==> config.mk <==
export PLATFORM = sky130hd
export DESIGN_NAME = board_timestamp_clock
export DESIGN_NICKNAME = d
export VERILOG_FILES = /design/src/rtl/board_time_pkg.sv /design/src/rtl/board_timestamp_clock.sv /design/src/rtl/frac_tick_gen.sv /design/src/rtl/sync_two_ff.sv
export SDC_FILE = /design/constraint.sdc
export NUM_CORES = 1
export LEC_CHECK = 0
export BUFFER_PORTS_ARGS = -buffer_cell sky130_fd_sc_hd__buf_4
export CORE_UTILIZATION = 53
export CTS_CLUSTER_SIZE = 40
export DETAILED_ROUTE_END_ITERATION = 6
export GPL_ROUTABILITY_DRIVEN = 0
export PLACE_DENSITY = 0.81
export SLEW_MARGIN = 10
export SYNTH_ARGS = -nofsm -noshare
export SYNTH_HDL_FRONTEND = slang
export SYNTH_HIERARCHICAL = 1
export SYNTH_SLANG_ARGS = --single-unit
==> constraint.sdc <==
create_clock -name clock -period 5.9 [get_ports clock]
set_input_delay 1.18 -clock clock [delete_from_list [all_inputs] [get_ports clock]]
set_output_delay 1.18 -clock clock [all_outputs]
set_load 0.05 [all_outputs]
==> src/rtl/board_time_pkg.sv <==
package board_time_pkg;

  // time word layout
  localparam int unsigned SEC_BITS      = 32;
  localparam int unsigned FRAC_FULL     = 32;
  localparam int unsigned FRAC_BITS     = 20;
  localparam int unsigned FRAC_PAD      = FRAC_FULL - FRAC_BITS;
  localparam int unsigned STATUS_BITS   = FRAC_PAD;
  localparam int unsigned PERIOD_BITS   = 16;

  // clock rate and tick phase accumulator
  localparam longint unsigned CLOCK_HZ  = 64'd100_000_000;
  localparam int unsigned     ACC_BITS  = 32;
  localparam longint unsigned TICK_INC_L =
    (64'd1 << (ACC_BITS + FRAC_BITS)) / CLOCK_HZ;
  localparam logic [ACC_BITS-1:0] TICK_INC = TICK_INC_L[ACC_BITS-1:0];

  // reset values and other fixed constants
  localparam logic [SEC_BITS-1:0]    SEC_RESET    = 32'h0000_0000;
  localparam logic [FRAC_BITS-1:0]   FRAC_RESET   = 20'h0_0000;
  localparam logic [FRAC_BITS-1:0]   FRAC_MAX     = 20'hF_FFFF;
  localparam logic [PERIOD_BITS-1:0] PERIOD_RESET = 16'h0000;
  localparam logic [PERIOD_BITS-1:0] AUTO_PERIOD  = 16'h0400;
  localparam logic [FRAC_PAD-1:0]    FRAC_ZERO    = 12'h000;

  // adjustment modes
  typedef enum logic [1:0] {
    ADJ_OFF  = 2'b00,
    ADJ_ADD  = 2'b01,
    ADJ_HOLD = 2'b10
  } adj_mode_t;

  // current time, fractional part as implemented
  typedef struct packed {
    logic [SEC_BITS-1:0]  sec;
    logic [FRAC_BITS-1:0] frac;
  } time_t;

  // host trim setting
  typedef struct packed {
    adj_mode_t              mode;
    logic [PERIOD_BITS-1:0] period;
  } adj_cfg_t;

  // two stream words carrying a timestamp
  typedef struct packed {
    logic [SEC_BITS-1:0]  word0;
    logic [FRAC_FULL-1:0] word1;
  } stamp_t;

endpackage

==> src/rtl/board_timestamp_clock.sv <==
// Overview of operation
// RULE_01 - time is 64 bits; top 32 bits are low 32 bits of epoch seconds
// RULE_02 - low 32 bits are a binary fraction of one second, about 233 ps per count
// RULE_03 - only the top twenty fraction bits are kept, about 954 ns resolution
// RULE_04 - seconds advance by one when the fraction wraps; seconds wrap modulo 2^32
// RULE_05 - adjustment counter overflow adds an extra step or holds the fraction lsb
// RULE_06 - with adjustment, successive lsb readings may repeat or jump by two
// RULE_07 - time loads from an external source or from host software directly
// RULE_08 - locked to an external time code, rate trim runs by itself
// RULE_09 - host trims gradually so time converges and never runs backwards
// RULE_10 - counting starts at reset release with no start command
// RULE_11 - one counter serves every channel; all see the same value
// RULE_12 - host can read back the whole 64-bit time value
// RULE_13 - stream stamp: seconds word, then fraction sharing a word with status
`timescale 1ns/1ps
module board_timestamp_clock (
  // clock and reset
  input  wire logic                                     clock,
  input  wire logic                                     rst_n,
  // host load and trim
  input  wire logic                                     set_valid,
  input  wire board_time_pkg::time_t                    set_time,
  input  wire board_time_pkg::adj_cfg_t                 adj_cfg,
  // host read back
  input  wire logic                                     read_req,
  output logic                                          read_valid,
  output logic [63:0]                                   read_time,
  // external time source
  input  wire logic                                     ext_sync_en,
  input  wire logic                                     ext_load_valid,
  input  wire board_time_pkg::time_t                    ext_load_time,
  input  wire logic                                     pps_pin,
  // data stream stamp
  input  wire logic                                     stamp_req,
  input  wire logic [board_time_pkg::STATUS_BITS-1:0]   stamp_status,
  output logic                                          stamp_valid,
  output board_time_pkg::stamp_t                        stamp,
  // live time and trim state
  output logic [63:0]                                   time_now,
  output logic                                          auto_add,
  output logic                                          auto_hold
);
  import board_time_pkg::*;

  logic                   tick;
  logic                   pps_sync;
  logic                   pps_last_q;
  logic                   pps_rise;
  time_t                  time_q;
  time_t                  time_d;
  logic [PERIOD_BITS-1:0] adj_cnt_q;
  logic [PERIOD_BITS-1:0] eff_period;
  adj_mode_t              eff_mode;
  logic                   adj_event;
  logic [1:0]             step;
  logic [FRAC_BITS:0]     frac_sum;
  logic                   auto_add_q;
  logic                   auto_hold_q;
  logic                   read_valid_q;
  logic [63:0]            read_time_q;
  logic                   stamp_valid_q;
  stamp_t                 stamp_q;

  // fractional step timebase
  frac_tick_gen #(
    .ACC_W (ACC_BITS),
    .INC   (TICK_INC)
  ) u_tick (
    .clock (clock),
    .rst_n (rst_n),
    .tick  (tick)
  );

  // pulse-per-second pin comes from outside the clock domain
  sync_two_ff u_pps_sync (
    .clock    (clock),
    .rst_n    (rst_n),
    .async_in (pps_pin),
    .sync_out (pps_sync)
  );

  // edge detect on the synchronised pps only
  always_ff @(posedge clock or negedge rst_n) begin
    if (!rst_n) begin
      pps_last_q <= 1'b0;
    end else begin
      pps_last_q <= pps_sync;
    end
  end

  assign pps_rise = pps_sync && !pps_last_q;

  // trim source: external lock overrides host setting
  always_comb begin
    eff_mode   = adj_cfg.mode;
    eff_period = adj_cfg.period;
    if (ext_sync_en) begin // RULE_08
      eff_period = AUTO_PERIOD;
      if (auto_add_q) begin
        eff_mode = ADJ_ADD;
      end else if (auto_hold_q) begin
        eff_mode = ADJ_HOLD;
      end else begin
        eff_mode = ADJ_OFF;
      end
    end
  end

  // automatic trim direction from fraction seen at each pps edge
  // fraction in the upper half means the board runs slow
  always_ff @(posedge clock or negedge rst_n) begin
    if (!rst_n) begin
      auto_add_q  <= 1'b0;
      auto_hold_q <= 1'b0;
    end else if (!ext_sync_en) begin
      auto_add_q  <= 1'b0;
      auto_hold_q <= 1'b0;
    end else if (pps_rise) begin // RULE_08
      auto_add_q  <= time_q.frac[FRAC_BITS-1];
      auto_hold_q <= !time_q.frac[FRAC_BITS-1] && (time_q.frac != FRAC_RESET);
    end
  end

  // adjustment counter counts fraction steps; period zero disables its events
  assign adj_event = tick && (eff_mode != ADJ_OFF) && (eff_period != PERIOD_RESET)
                     && (adj_cnt_q == eff_period - 16'h0001); // RULE_05

  always_ff @(posedge clock or negedge rst_n) begin
    if (!rst_n) begin
      adj_cnt_q <= PERIOD_RESET;
    end else if (eff_mode == ADJ_OFF || adj_event) begin
      adj_cnt_q <= PERIOD_RESET;
    end else if (tick) begin
      adj_cnt_q <= adj_cnt_q + 16'h0001; // RULE_05
    end
  end

  // step size: one normally, two on add, zero on hold
  always_comb begin
    step = 2'd1;
    if (adj_event) begin
      unique case (eff_mode)
        ADJ_ADD:  step = 2'd2; // RULE_06
        ADJ_HOLD: step = 2'd0; // RULE_06
        default:  step = 2'd1;
      endcase
    end
  end

  assign frac_sum = {1'b0, time_q.frac} + {{(FRAC_BITS-1){1'b0}}, step};

  // next time: host load beats external load beats counting
  always_comb begin
    time_d = time_q;
    if (set_valid) begin
      time_d = set_time; // RULE_07
    end else if (ext_load_valid) begin
      time_d = ext_load_time; // RULE_07
    end else if (tick) begin
      time_d.frac = frac_sum[FRAC_BITS-1:0]; // RULE_03
      if (frac_sum[FRAC_BITS]) begin
        time_d.sec = time_q.sec + 32'h0000_0001; // RULE_04
      end
    end
  end

  // the one time counter; runs from reset release with no enable
  always_ff @(posedge clock or negedge rst_n) begin
    if (!rst_n) begin
      time_q <= '{sec: SEC_RESET, frac: FRAC_RESET}; // RULE_10
    end else begin
      time_q <= time_d; // RULE_11
    end
  end

  // live view: low fraction bits beyond the kept twenty read zero
  always_ff @(posedge clock or negedge rst_n) begin
    if (!rst_n) begin
      time_now <= 64'h0000_0000_0000_0000;
    end else begin
      time_now <= {time_d.sec, time_d.frac, FRAC_ZERO}; // RULE_01 RULE_02
    end
  end

  // host read back of the full word, one cycle after the request
  always_ff @(posedge clock or negedge rst_n) begin
    if (!rst_n) begin
      read_valid_q <= 1'b0;
      read_time_q  <= 64'h0000_0000_0000_0000;
    end else begin
      read_valid_q <= read_req;
      if (read_req) begin
        read_time_q <= {time_q.sec, time_q.frac, FRAC_ZERO}; // RULE_12
      end
    end
  end

  // stream stamp: fraction high, caller's status in the low bits
  always_ff @(posedge clock or negedge rst_n) begin
    if (!rst_n) begin
      stamp_valid_q <= 1'b0;
      stamp_q       <= '0;
    end else begin
      stamp_valid_q <= stamp_req;
      if (stamp_req) begin
        stamp_q.word0 <= time_q.sec; // RULE_13
        stamp_q.word1 <= {time_q.frac, stamp_status}; // RULE_13
      end
    end
  end

  assign read_valid  = read_valid_q;
  assign read_time   = read_time_q;
  assign stamp_valid = stamp_valid_q;
  assign stamp       = stamp_q;
  assign auto_add    = auto_add_q;
  assign auto_hold   = auto_hold_q;

  // plain step: fraction advances by exactly one
  a_frac_plain_step: assert property (@(posedge clock) disable iff (!rst_n) // RULE_02
    (tick && !adj_event && !set_valid && !ext_load_valid)
    |=> time_q.frac == $past(time_q.frac) + 20'h0_0001)
    else $error("fraction did not advance by one");

  // add event skips one count
  a_frac_add_two: assert property (@(posedge clock) disable iff (!rst_n) // RULE_06
    (adj_event && eff_mode == ADJ_ADD && !set_valid && !ext_load_valid)
    |=> time_q.frac == $past(time_q.frac) + 20'h0_0002)
    else $error("add adjustment did not jump by two");

  // hold event repeats the value
  a_frac_hold_same: assert property (@(posedge clock) disable iff (!rst_n) // RULE_05
    (adj_event && eff_mode == ADJ_HOLD && !set_valid && !ext_load_valid)
    |=> $stable(time_q))
    else $error("hold adjustment changed the time");

  // seconds carry exactly on fraction wrap
  a_sec_carry: assert property (@(posedge clock) disable iff (!rst_n) // RULE_04
    (tick && time_q.frac == FRAC_MAX && step == 2'd1 && !set_valid && !ext_load_valid)
    |=> time_q.sec == $past(time_q.sec) + 32'h0000_0001 && time_q.frac == FRAC_RESET)
    else $error("seconds did not carry on wrap");

  // without tick or load nothing moves
  a_time_idle: assert property (@(posedge clock) disable iff (!rst_n) // RULE_11
    (!tick && !set_valid && !ext_load_valid) |=> $stable(time_q))
    else $error("time moved without a step");

  // host load takes effect next cycle
  a_host_load: assert property (@(posedge clock) disable iff (!rst_n) // RULE_07
    set_valid |=> time_q == $past(set_time))
    else $error("host load not applied");

  // read answer is the time at the request
  a_read_answer: assert property (@(posedge clock) disable iff (!rst_n) // RULE_12
    read_req |=> read_valid && read_time == {$past(time_q), FRAC_ZERO})
    else $error("read back wrong");

  // stamp words carry seconds, fraction and status
  a_stamp_format: assert property (@(posedge clock) disable iff (!rst_n) // RULE_13
    stamp_req |=> stamp_valid && stamp.word0 == $past(time_q.sec)
      && stamp.word1 == {$past(time_q.frac), $past(stamp_status)})
    else $error("stamp format wrong");

  // steps are far apart at this clock rate
  a_tick_spacing: assert property (@(posedge clock) disable iff (!rst_n) // RULE_03
    tick |=> !tick [*8])
    else $error("fraction steps too close");

  // external lock picks trim direction from the pps fraction
  a_auto_dir: assert property (@(posedge clock) disable iff (!rst_n) // RULE_08
    (ext_sync_en && pps_rise && time_q.frac[FRAC_BITS-1]) ##1 ext_sync_en
    |-> auto_add && !auto_hold)
    else $error("automatic trim direction wrong");

  // hold direction when the pps finds the fraction early in the second
  a_auto_hold_dir: assert property (@(posedge clock) disable iff (!rst_n) // RULE_08
    (ext_sync_en && pps_rise && !time_q.frac[FRAC_BITS-1] && time_q.frac != FRAC_RESET)
    ##1 ext_sync_en |-> auto_hold && !auto_add)
    else $error("automatic hold direction wrong");

  // leaving lock drops any automatic trim at the next edge
  a_auto_clear: assert property (@(posedge clock) disable iff (!rst_n) // RULE_08
    !ext_sync_en |=> !auto_add && !auto_hold)
    else $error("automatic trim kept outside lock");

  // external load applies whenever the host is not loading
  a_ext_load: assert property (@(posedge clock) disable iff (!rst_n) // RULE_07
    (ext_load_valid && !set_valid) |=> time_q == $past(ext_load_time))
    else $error("external load not applied");

  // counting alone never runs time backwards; only the seconds wrap may
  a_time_forward: assert property (@(posedge clock) disable iff (!rst_n) // RULE_06
    (!set_valid && !ext_load_valid && time_q.sec != 32'hFFFF_FFFF)
    |=> {time_q.sec, time_q.frac} >= $past({time_q.sec, time_q.frac}))
    else $error("time ran backwards");

  // answers follow each request cycle one cycle later and never come without one
  a_read_idle: assert property (@(posedge clock) disable iff (!rst_n) // RULE_12
    !read_req |=> !read_valid)
    else $error("read answer without request");

  a_stamp_idle: assert property (@(posedge clock) disable iff (!rst_n) // RULE_13
    !stamp_req |=> !stamp_valid)
    else $error("stamp without request");

  // live view mirrors the counter with the unkept bits at zero
  a_live_view: assert property (@(posedge clock) disable iff (!rst_n) // RULE_01
    time_now == {time_q, FRAC_ZERO})
    else $error("live time differs from counter");

endmodule

==> src/rtl/frac_tick_gen.sv <==
`timescale 1ns/1ps
module frac_tick_gen #(
  parameter int unsigned         ACC_W = 32,
  parameter logic [ACC_W-1:0]    INC   = 32'h0000_0001
) (
  // clock and reset
  input  wire logic clock,
  input  wire logic rst_n,
  // one pulse per fractional step
  output logic      tick
);
  logic [ACC_W-1:0] acc_q;
  logic [ACC_W:0]   sum;

  assign sum = {1'b0, acc_q} + {1'b0, INC};

  // phase accumulator: carry out marks a step, so jitter is one clock
  always_ff @(posedge clock or negedge rst_n) begin
    if (!rst_n) begin
      acc_q <= '0;
      tick  <= 1'b0;
    end else begin
      acc_q <= sum[ACC_W-1:0];
      tick  <= sum[ACC_W];
    end
  end
endmodule

==> src/rtl/sync_two_ff.sv <==
`timescale 1ns/1ps
module sync_two_ff (
  // clock and reset
  input  wire logic clock,
  input  wire logic rst_n,
  // asynchronous level in, synchronised level out
  input  wire logic async_in,
  output logic      sync_out
);
  logic meta_q;

  // first stage feeds only the second stage
  always_ff @(posedge clock or negedge rst_n) begin
    if (!rst_n) begin
      meta_q   <= 1'b0;
      sync_out <= 1'b0;
    end else begin
      meta_q   <= async_in;
      sync_out <= meta_q;
    end
  end
endmodule

==> flow_summary.yaml, run 1 <==
sta:
  finalClockSkew_ns: 0.0113
  maxSlewViolCount: 0
  fmax_mhz: 186
  period_share_pct: 91.3
  finalSetupViolCount: 0
  tightest_slew_ns: 0.970
  fin_crit_ns: 5.39
  rsz0062_at_grt: "no"
  final.setup.tns_ns: 0
  hold_violations: 0
  slew_headroom_pct: 35.3
floorplan:
  die_area_mm2: 0.0224
  row_count: 53
  die_w_um: 150
  io-pin-count: 338
  start_util_pct: 54.6
  core_region_area_mm2: 0.0212
  fp.dieH_um: 150
critical_path:
  arrival_ns: 5.83
  end_kind: "register"
  crit_family: "simple AND/OR/NAND/NOR gates"
  cp_num_buf_inv: 3
  crit_path_top_delay_cell: "or4b_2"
  path_max_fanout: 19
  worst-setup-path-type: "in -> reg"
  crit_chain: "buf_4 > inv_1 > nand2_1 > ha_1 > or4b_2 > o31ai_1 > nand3_1 > xor2_1 > nand4b_1 > a2111oi_4 > and2_1 > fa_1 > and2_1 > nand4_1 > nor3_1 > nand2_1 > buf_4 > o21ai_0 > o21ai_0 > a21oi_1"
  cp-start-kind: "input port"
  max_stage_delay_ns: 0.64
  worst-endpoint-required_ns: 6.35
clock_network:
  htree_levels: 1
  cts_max_path_buffers: 3
  cts_sinks: 222
  post_cts_resize_count: 0
  tritoncts: "done"
  cts-buffers-inserted: 25
  cts_setup_buffers: 0
  clk_latency_ns: 0.52
  cts.clk_slew.worst_paths_ns: 0.07
  holdBufCountCts: 0
  ctsRootBufferMaster: "clkbuf_16"
route:
  drt-initial-drc-count: 757
  wl_mm: 34.2
  route.detailed.drc: 2
  wl_per_cell_um: 20.3
  vias: 10200
  viasPerCell: 6.02
  dr.pass1.iters: 7
  postRouteAntennaNets: 0
cells_and_area:
  filler_cell_count: 1547
  nNetsFinal: 1546
  layout-drive-gt1-share_pct: 36.0
  insertedDiodeCount: 0
  syn2layout_area_growth_pct: 29.0
  final_area_mm2: 0.0149
  final_cells: 1688
logic_synthesis:
  synth_edf_count: 0
  async_reset_ff_share_pct: 100
  synth_mux_area_share_pct: 12.2
  netlist_instances: 1111
  synth_xor_area_share_pct: 5.42
  syn_area_mm2: 0.0116
  synth_simple_gate_area_share_pct: 15.0
  syn-mean-instance-area_um2: 10.4
  synth_compound_area_share_pct: 13.8
  ys_seq_area_share_pct: 48.0
  synth_top_family_by_area: "simple AND/OR/NAND/NOR gates"
  synthAdderAreaFrac_pct: 1.04
  yosysUniqueCellTypes: 74
  ys_seq_elements: 222
  yosys_warnings: 6
  synth_ff_type: "dfrtp_1"
placed_design:
  hpwl_mm: 23.8
  place.port_buffers: 313
  placed_cell_area_mm2: 0.0140
  place_inst: 1643
run_status:
  status: "finished, violations left"
  violations: "DRC"
power:
  peakVddDrop_mv: 0.302
  power_density_mw_per_mm2: 324
  p_leak_nw: 6.68
flow_run:
  drv_cap: 0
global_route:
  grt.total_usage_pct: 29.9
  antenna_found_initial: 0
  overflow: 0
  grt_pass1_vias: 10200
  grt_pass1_wl_mm: 52.9
  grt_max_degree: 127
min_path:
  min-delay-path-class: "reg -> reg"
==> layout by cell type (no fill, tap or decap), types with 19 or more instances in the layout <==
cell	Yosys	layout
mux2_2	119	119
nand2b_1	32	32
a21oi_1	61	61
nor2_1	49	49
nor3_1	40	39
o21ai_0	67	67
nand2_1	77	77
o31ai_1	19	19
conb_1	1	24
xor2_1	39	39
xnor2_1	30	30
clkbuf_16	0	25
dfrtp_1	222	222
buf_4	24	326
nand3_1	53	53
==> worst paths after layout <==
kind                                        start  depth (start not counted)                   to  slack, ns
worst max-delay path                  ext_sync_en                         20           time_q[39]       0.51
worst min-delay path            u_pps_sync/meta_q                          0  u_pps_sync/sync_out       0.35
worst max register to register           auto_add                         18           time_q[39]       1.25
worst min register to register  u_pps_sync/meta_q                          0  u_pps_sync/sync_out       0.35
max in group asynchronous                   rst_n                          2           time_q[38]       3.86
min in group asynchronous                   rst_n                          1            stamp[36]       0.75
==> worst reg2reg max path, stage by stage (launching register included) <==
cell and delay [ns]:
dfrtp_1 0.42, nor3b_1 0.22, a21oi_1 0.09, ha_1 0.20, nor3b_1 0.22, o21ai_0 0.11
nor4_1 0.18, o2111ai_1 0.21, a2111oi_4 0.36, and2_1 0.23, fa_1 0.20, and2_1 0.27
nand4_1 0.31, nor3_1 0.41, nand2_1 0.33, buf_4 0.34, o21ai_0 0.20, o21ai_0 0.12
a21oi_1 0.17
==> cell type report <==
cell class / count / area (µm²) / share of cell area [%]
multi-input combinational: 801 / 5590 / 37.5
sequential: 222 / 5560 / 37.2
timing repair buffer: 327 / 2460 / 16.5
clock buffer: 32 / 712 / 4.77
tap: 275 / 344 / 2.30
clock inverter: 13 / 196 / 1.32
inverter: 18 / 67.6 / 0.452
==> power breakdown <==
group | switching, mW | internal [mW]
Sequential | 0.166 | 1.68
Clock | 0.630 | 1.07
Combinational | 0.872 | 0.429
==> cell families (layout without fill, tap and decap cells) <==
logic type,Yosys count,after routing
DFF,222,222
and+or+nand+nor,332,332
buffers and inverters,111,390
xor gates and xnor gates,70,70
AOI/OAI and AO/OA,240,240
adders and majority gates,9,9
other,1,24
muxes,126,126
==> cell usage after synthesis, types with 13 or more instances <==
library cell    n  area share [%]
dfrtp_1       222              48
mux2_2        119              12
nand2_1        77             2.5
o21ai_0        67             2.9
a21oi_1        61             2.6
clkbuf_1       55             1.8
nand3_1        53             2.3
nor2_1         49             1.6
nor3_1         40             1.7
xor2_1         39             3.0
nand2b_1       32             1.7
xnor2_1        30             2.3
buf_4          24             1.6
o31ai_1        19             1.2
inv_1          18            0.58
a22oi_1        17             1.1
nand4_1        17            0.92
a32o_1         14             1.2
nor4_1         13            0.70
==> stage by stage <==
stage / utilization, % / worst slack (ns) / hold slack, ns / power [mW]
global route: 70.4 / 0.112 / 0.352 / 4.99
detailed placement: 66.1 / 0.0910 / 0.335 / 3.16
global placement: 66.1 / 0.246 / 0.333 / 3.13
floorplan: - / 0.0399 / 0.331 / 2.69
CTS: 70.3 / 0.579 / 0.348 / 4.86
finish: 70.4 / 0.513 / 0.347 / 4.84
==> layer usage <==
metal	share of wire (%)	wire length [µm]	vias up	track usage, %
li1	-	-	4577	-
met1	40	13600	5019	37.8
met2	49	16700	468	49.6
met3	7.5	2580	103	5.91
met4	4.0	1370	0	13.2
met5	0	0	-	0
==> registers in the layout, summed over array words and instances, names as in the netlist <==
signal	cells
read_valid	1
stamp_valid	1
time_q	50
auto_add	1
stamp	64
u_tick/tick	1
u_pps_sync/sync_out	1
pps_last_q	1
auto_hold	1
u_tick/acc_q	30
time_now	2
u_pps_sync/meta_q	1
adj_cnt_q	16
read_time	52
(Power assumes the default switching activity.)
==> run 2: changes to the inputs <==
PLACE_DENSITY = 0.93   (was 0.81)
==> run 2 against run 1 <==
The run now ends clean. Worst hold slack improved by 0.0078 ns. Via count rose by 0.54%. Routed wire length rose by 0.57%. Clock skew barely moved. Worst setup slack improved by 0.21 ns. Global-route usage rose by 0.24 points. Clock power fell by 12%. Register-to-register slack improved by 0.12 ns. Critical endpoint is now time_q[43]. Highest routed layer unchanged.
==> flow_summary.yaml, run 2 (synthesized netlist as in run 1, its figures left out) <==
placed_design:
  place.port_buffers: 313
  placed_cell_area_mm2: 0.0140
  place_inst: 1646
  hpwl_mm: 24.7
global_route:
  grt.total_usage_pct: 30.1
  overflow: 0
  antenna_found_initial: 0
  grt_max_degree: 133
  grt_pass1_wl_mm: 52.9
  grt_pass1_vias: 10300
critical_path:
  arrival_ns: 5.56
  crit_path_top_delay_cell: "or4b_2"
  cpMostUsedCell: "buf_4"
  end_kind: "register"
  max_stage_delay_ns: 0.63
  cp-start-kind: "input port"
  worst-setup-path-type: "in -> reg"
  path_max_fanout: 12
  crit_family: "simple AND/OR/NAND/NOR gates"
  cp_num_buf_inv: 4
  crit_chain: "buf_4 > inv_1 > nand2_1 > ha_1 > or4b_2 > o211ai_1 > xor2_1 > nor4_1 > o2111ai_1 > a2111oi_4 > nand2b_1 > ha_1 > fa_1 > and2_1 > nand4_1 > nor3_1 > buf_4 > nand2_1 > buf_4 > o31ai_1 > a22oi_1 > o21ai_0"
  worst-endpoint-required_ns: 6.28
cells_and_area:
  nNetsFinal: 1548
  syn2layout_area_growth_pct: 28.1
  insertedDiodeCount: 0
  largest_reg_flops: 64
  final_area_mm2: 0.0148
  final_cells: 1687
  layout-drive-gt1-share_pct: 35.8
  layout_commonest_cell: "buf_4"
  filler_cell_count: 1569
  final_cell_mix: "buf_4 (329), dfrtp_1 (222), mux2_2 (119)"
clock_network:
  cts.clk_slew.worst_paths_ns: 0.06
  htree_levels: 1
  cts_setup_buffers: 0
  post_cts_resize_count: 0
  tritoncts: "done"
  cts_sinks: 222
  holdBufCountCts: 0
  clk_latency_ns: 0.51
  cts_max_path_buffers: 3
  ctsRootBufferMaster: "clkbuf_16"
  cts-buffers-inserted: 24
floorplan:
  io-pin-count: 338
  die_area_mm2: 0.0224
  die_w_um: 150
  start_util_pct: 54.6
  row_count: 53
  fp.dieH_um: 150
  core_region_area_mm2: 0.0212
route:
  drt-initial-drc-count: 860
  dr.pass1.iters: 6
  wl_per_cell_um: 20.4
  wl_mm: 34.4
  postRouteAntennaNets: 0
  viasPerCell: 6.06
  vias: 10200
  route.detailed.drc: 0
power:
  peakVddDrop_mv: 0.266
  power_density_mw_per_mm2: 313
  p_total_mw: 4.64
  p_leak_nw: 6.64
sta:
  fmax_mhz: 193
  rsz0062_at_grt: "no"
  fin_hold_ws_ns: 0.355
  maxSlewViolCount: 0
  fin_crit_ns: 5.18
  final.setup.tns_ns: 0
  slew_headroom_pct: 20.3
  finalClockSkew_ns: 0.0110
  tightest_slew_ns: 1.19
  hold_violations: 0
  period_share_pct: 87.7
  finalSetupViolCount: 0
flow_run:
  drv_cap: 0
min_path:
  min-delay-path-class: "reg -> reg"
run_status:
  status: "finished, final reports clean"
run 2: cell count changes in the layout (fill, tap and decap cells not counted):
cell	previous run	this run
inv_6	1	0
clkinv_2	6	5
clkbuf_8	6	7
bufinv_16	5	1
nor3_2	2	1
buf_4	326	329
nor3_1	39	40
clkbuf_1	1	2
run 2: worst paths after layout:
| kind | slack [ns] | startpoint | to | depth (start not counted) |
|---|---|---|---|---|
| worst min-delay path | 0.36 | u_pps_sync/meta_q | u_pps_sync/sync_out | 0 |
| worst max-delay path | 0.72 | ext_sync_en | time_q[43] | 22 |
| worst max register to register | 1.37 | auto_add | time_q[43] | 20 |
| min in group asynchronous | 0.73 | rst_n | stamp[0] | 1 |
| max in group asynchronous | 3.85 | rst_n | stamp[48] | 2 |
| worst min register to register | 0.36 | u_pps_sync/meta_q | u_pps_sync/sync_out | 0 |
run 2: per-layer routing:
metal / vias up / track usage, % / part of all wire (%)
li1: 4569 / - / -
met1: 4929 / 38.5 / 38
met2: 609 / 47.8 / 47
met3: 115 / 7.93 / 10
met4: 0 / 13.7 / 4.3
met5: - / 0 / 0
run 2: cell type report:
type                            instances  area, µm²  area share [%]
Multi-Input combinational cell        801       5590            37.7
Sequential cell                       222       5560            37.5
Timing Repair Buffer                  330       2480            16.8
Clock inverter                          7       62.6           0.422
Inverter                               18       67.6           0.456
Clock buffer                           34        729            4.92
Tap cell                              275        344            2.32
run 2: power by group:
| part | internal [mW] | total (mW) | switching (mW) | leakage [nW] |
|---|---|---|---|---|
| clock | 0.898 | 1.50 | 0.598 | 0.395 |
| combinational | 0.430 | 1.30 | 0.872 | 3.54 |
| sequential | 1.68 | 1.84 | 0.164 | 2.70 |
run 2: metrics by stage:
step                      utilization (%)  worst slack [ns]
final                                69.9             0.724
after global routing                 69.9             0.397
after CTS                            69.9             0.827
after detailed placement             66.2             0.314
after global placement               66.2             0.464
after floorplan                         -            0.0399
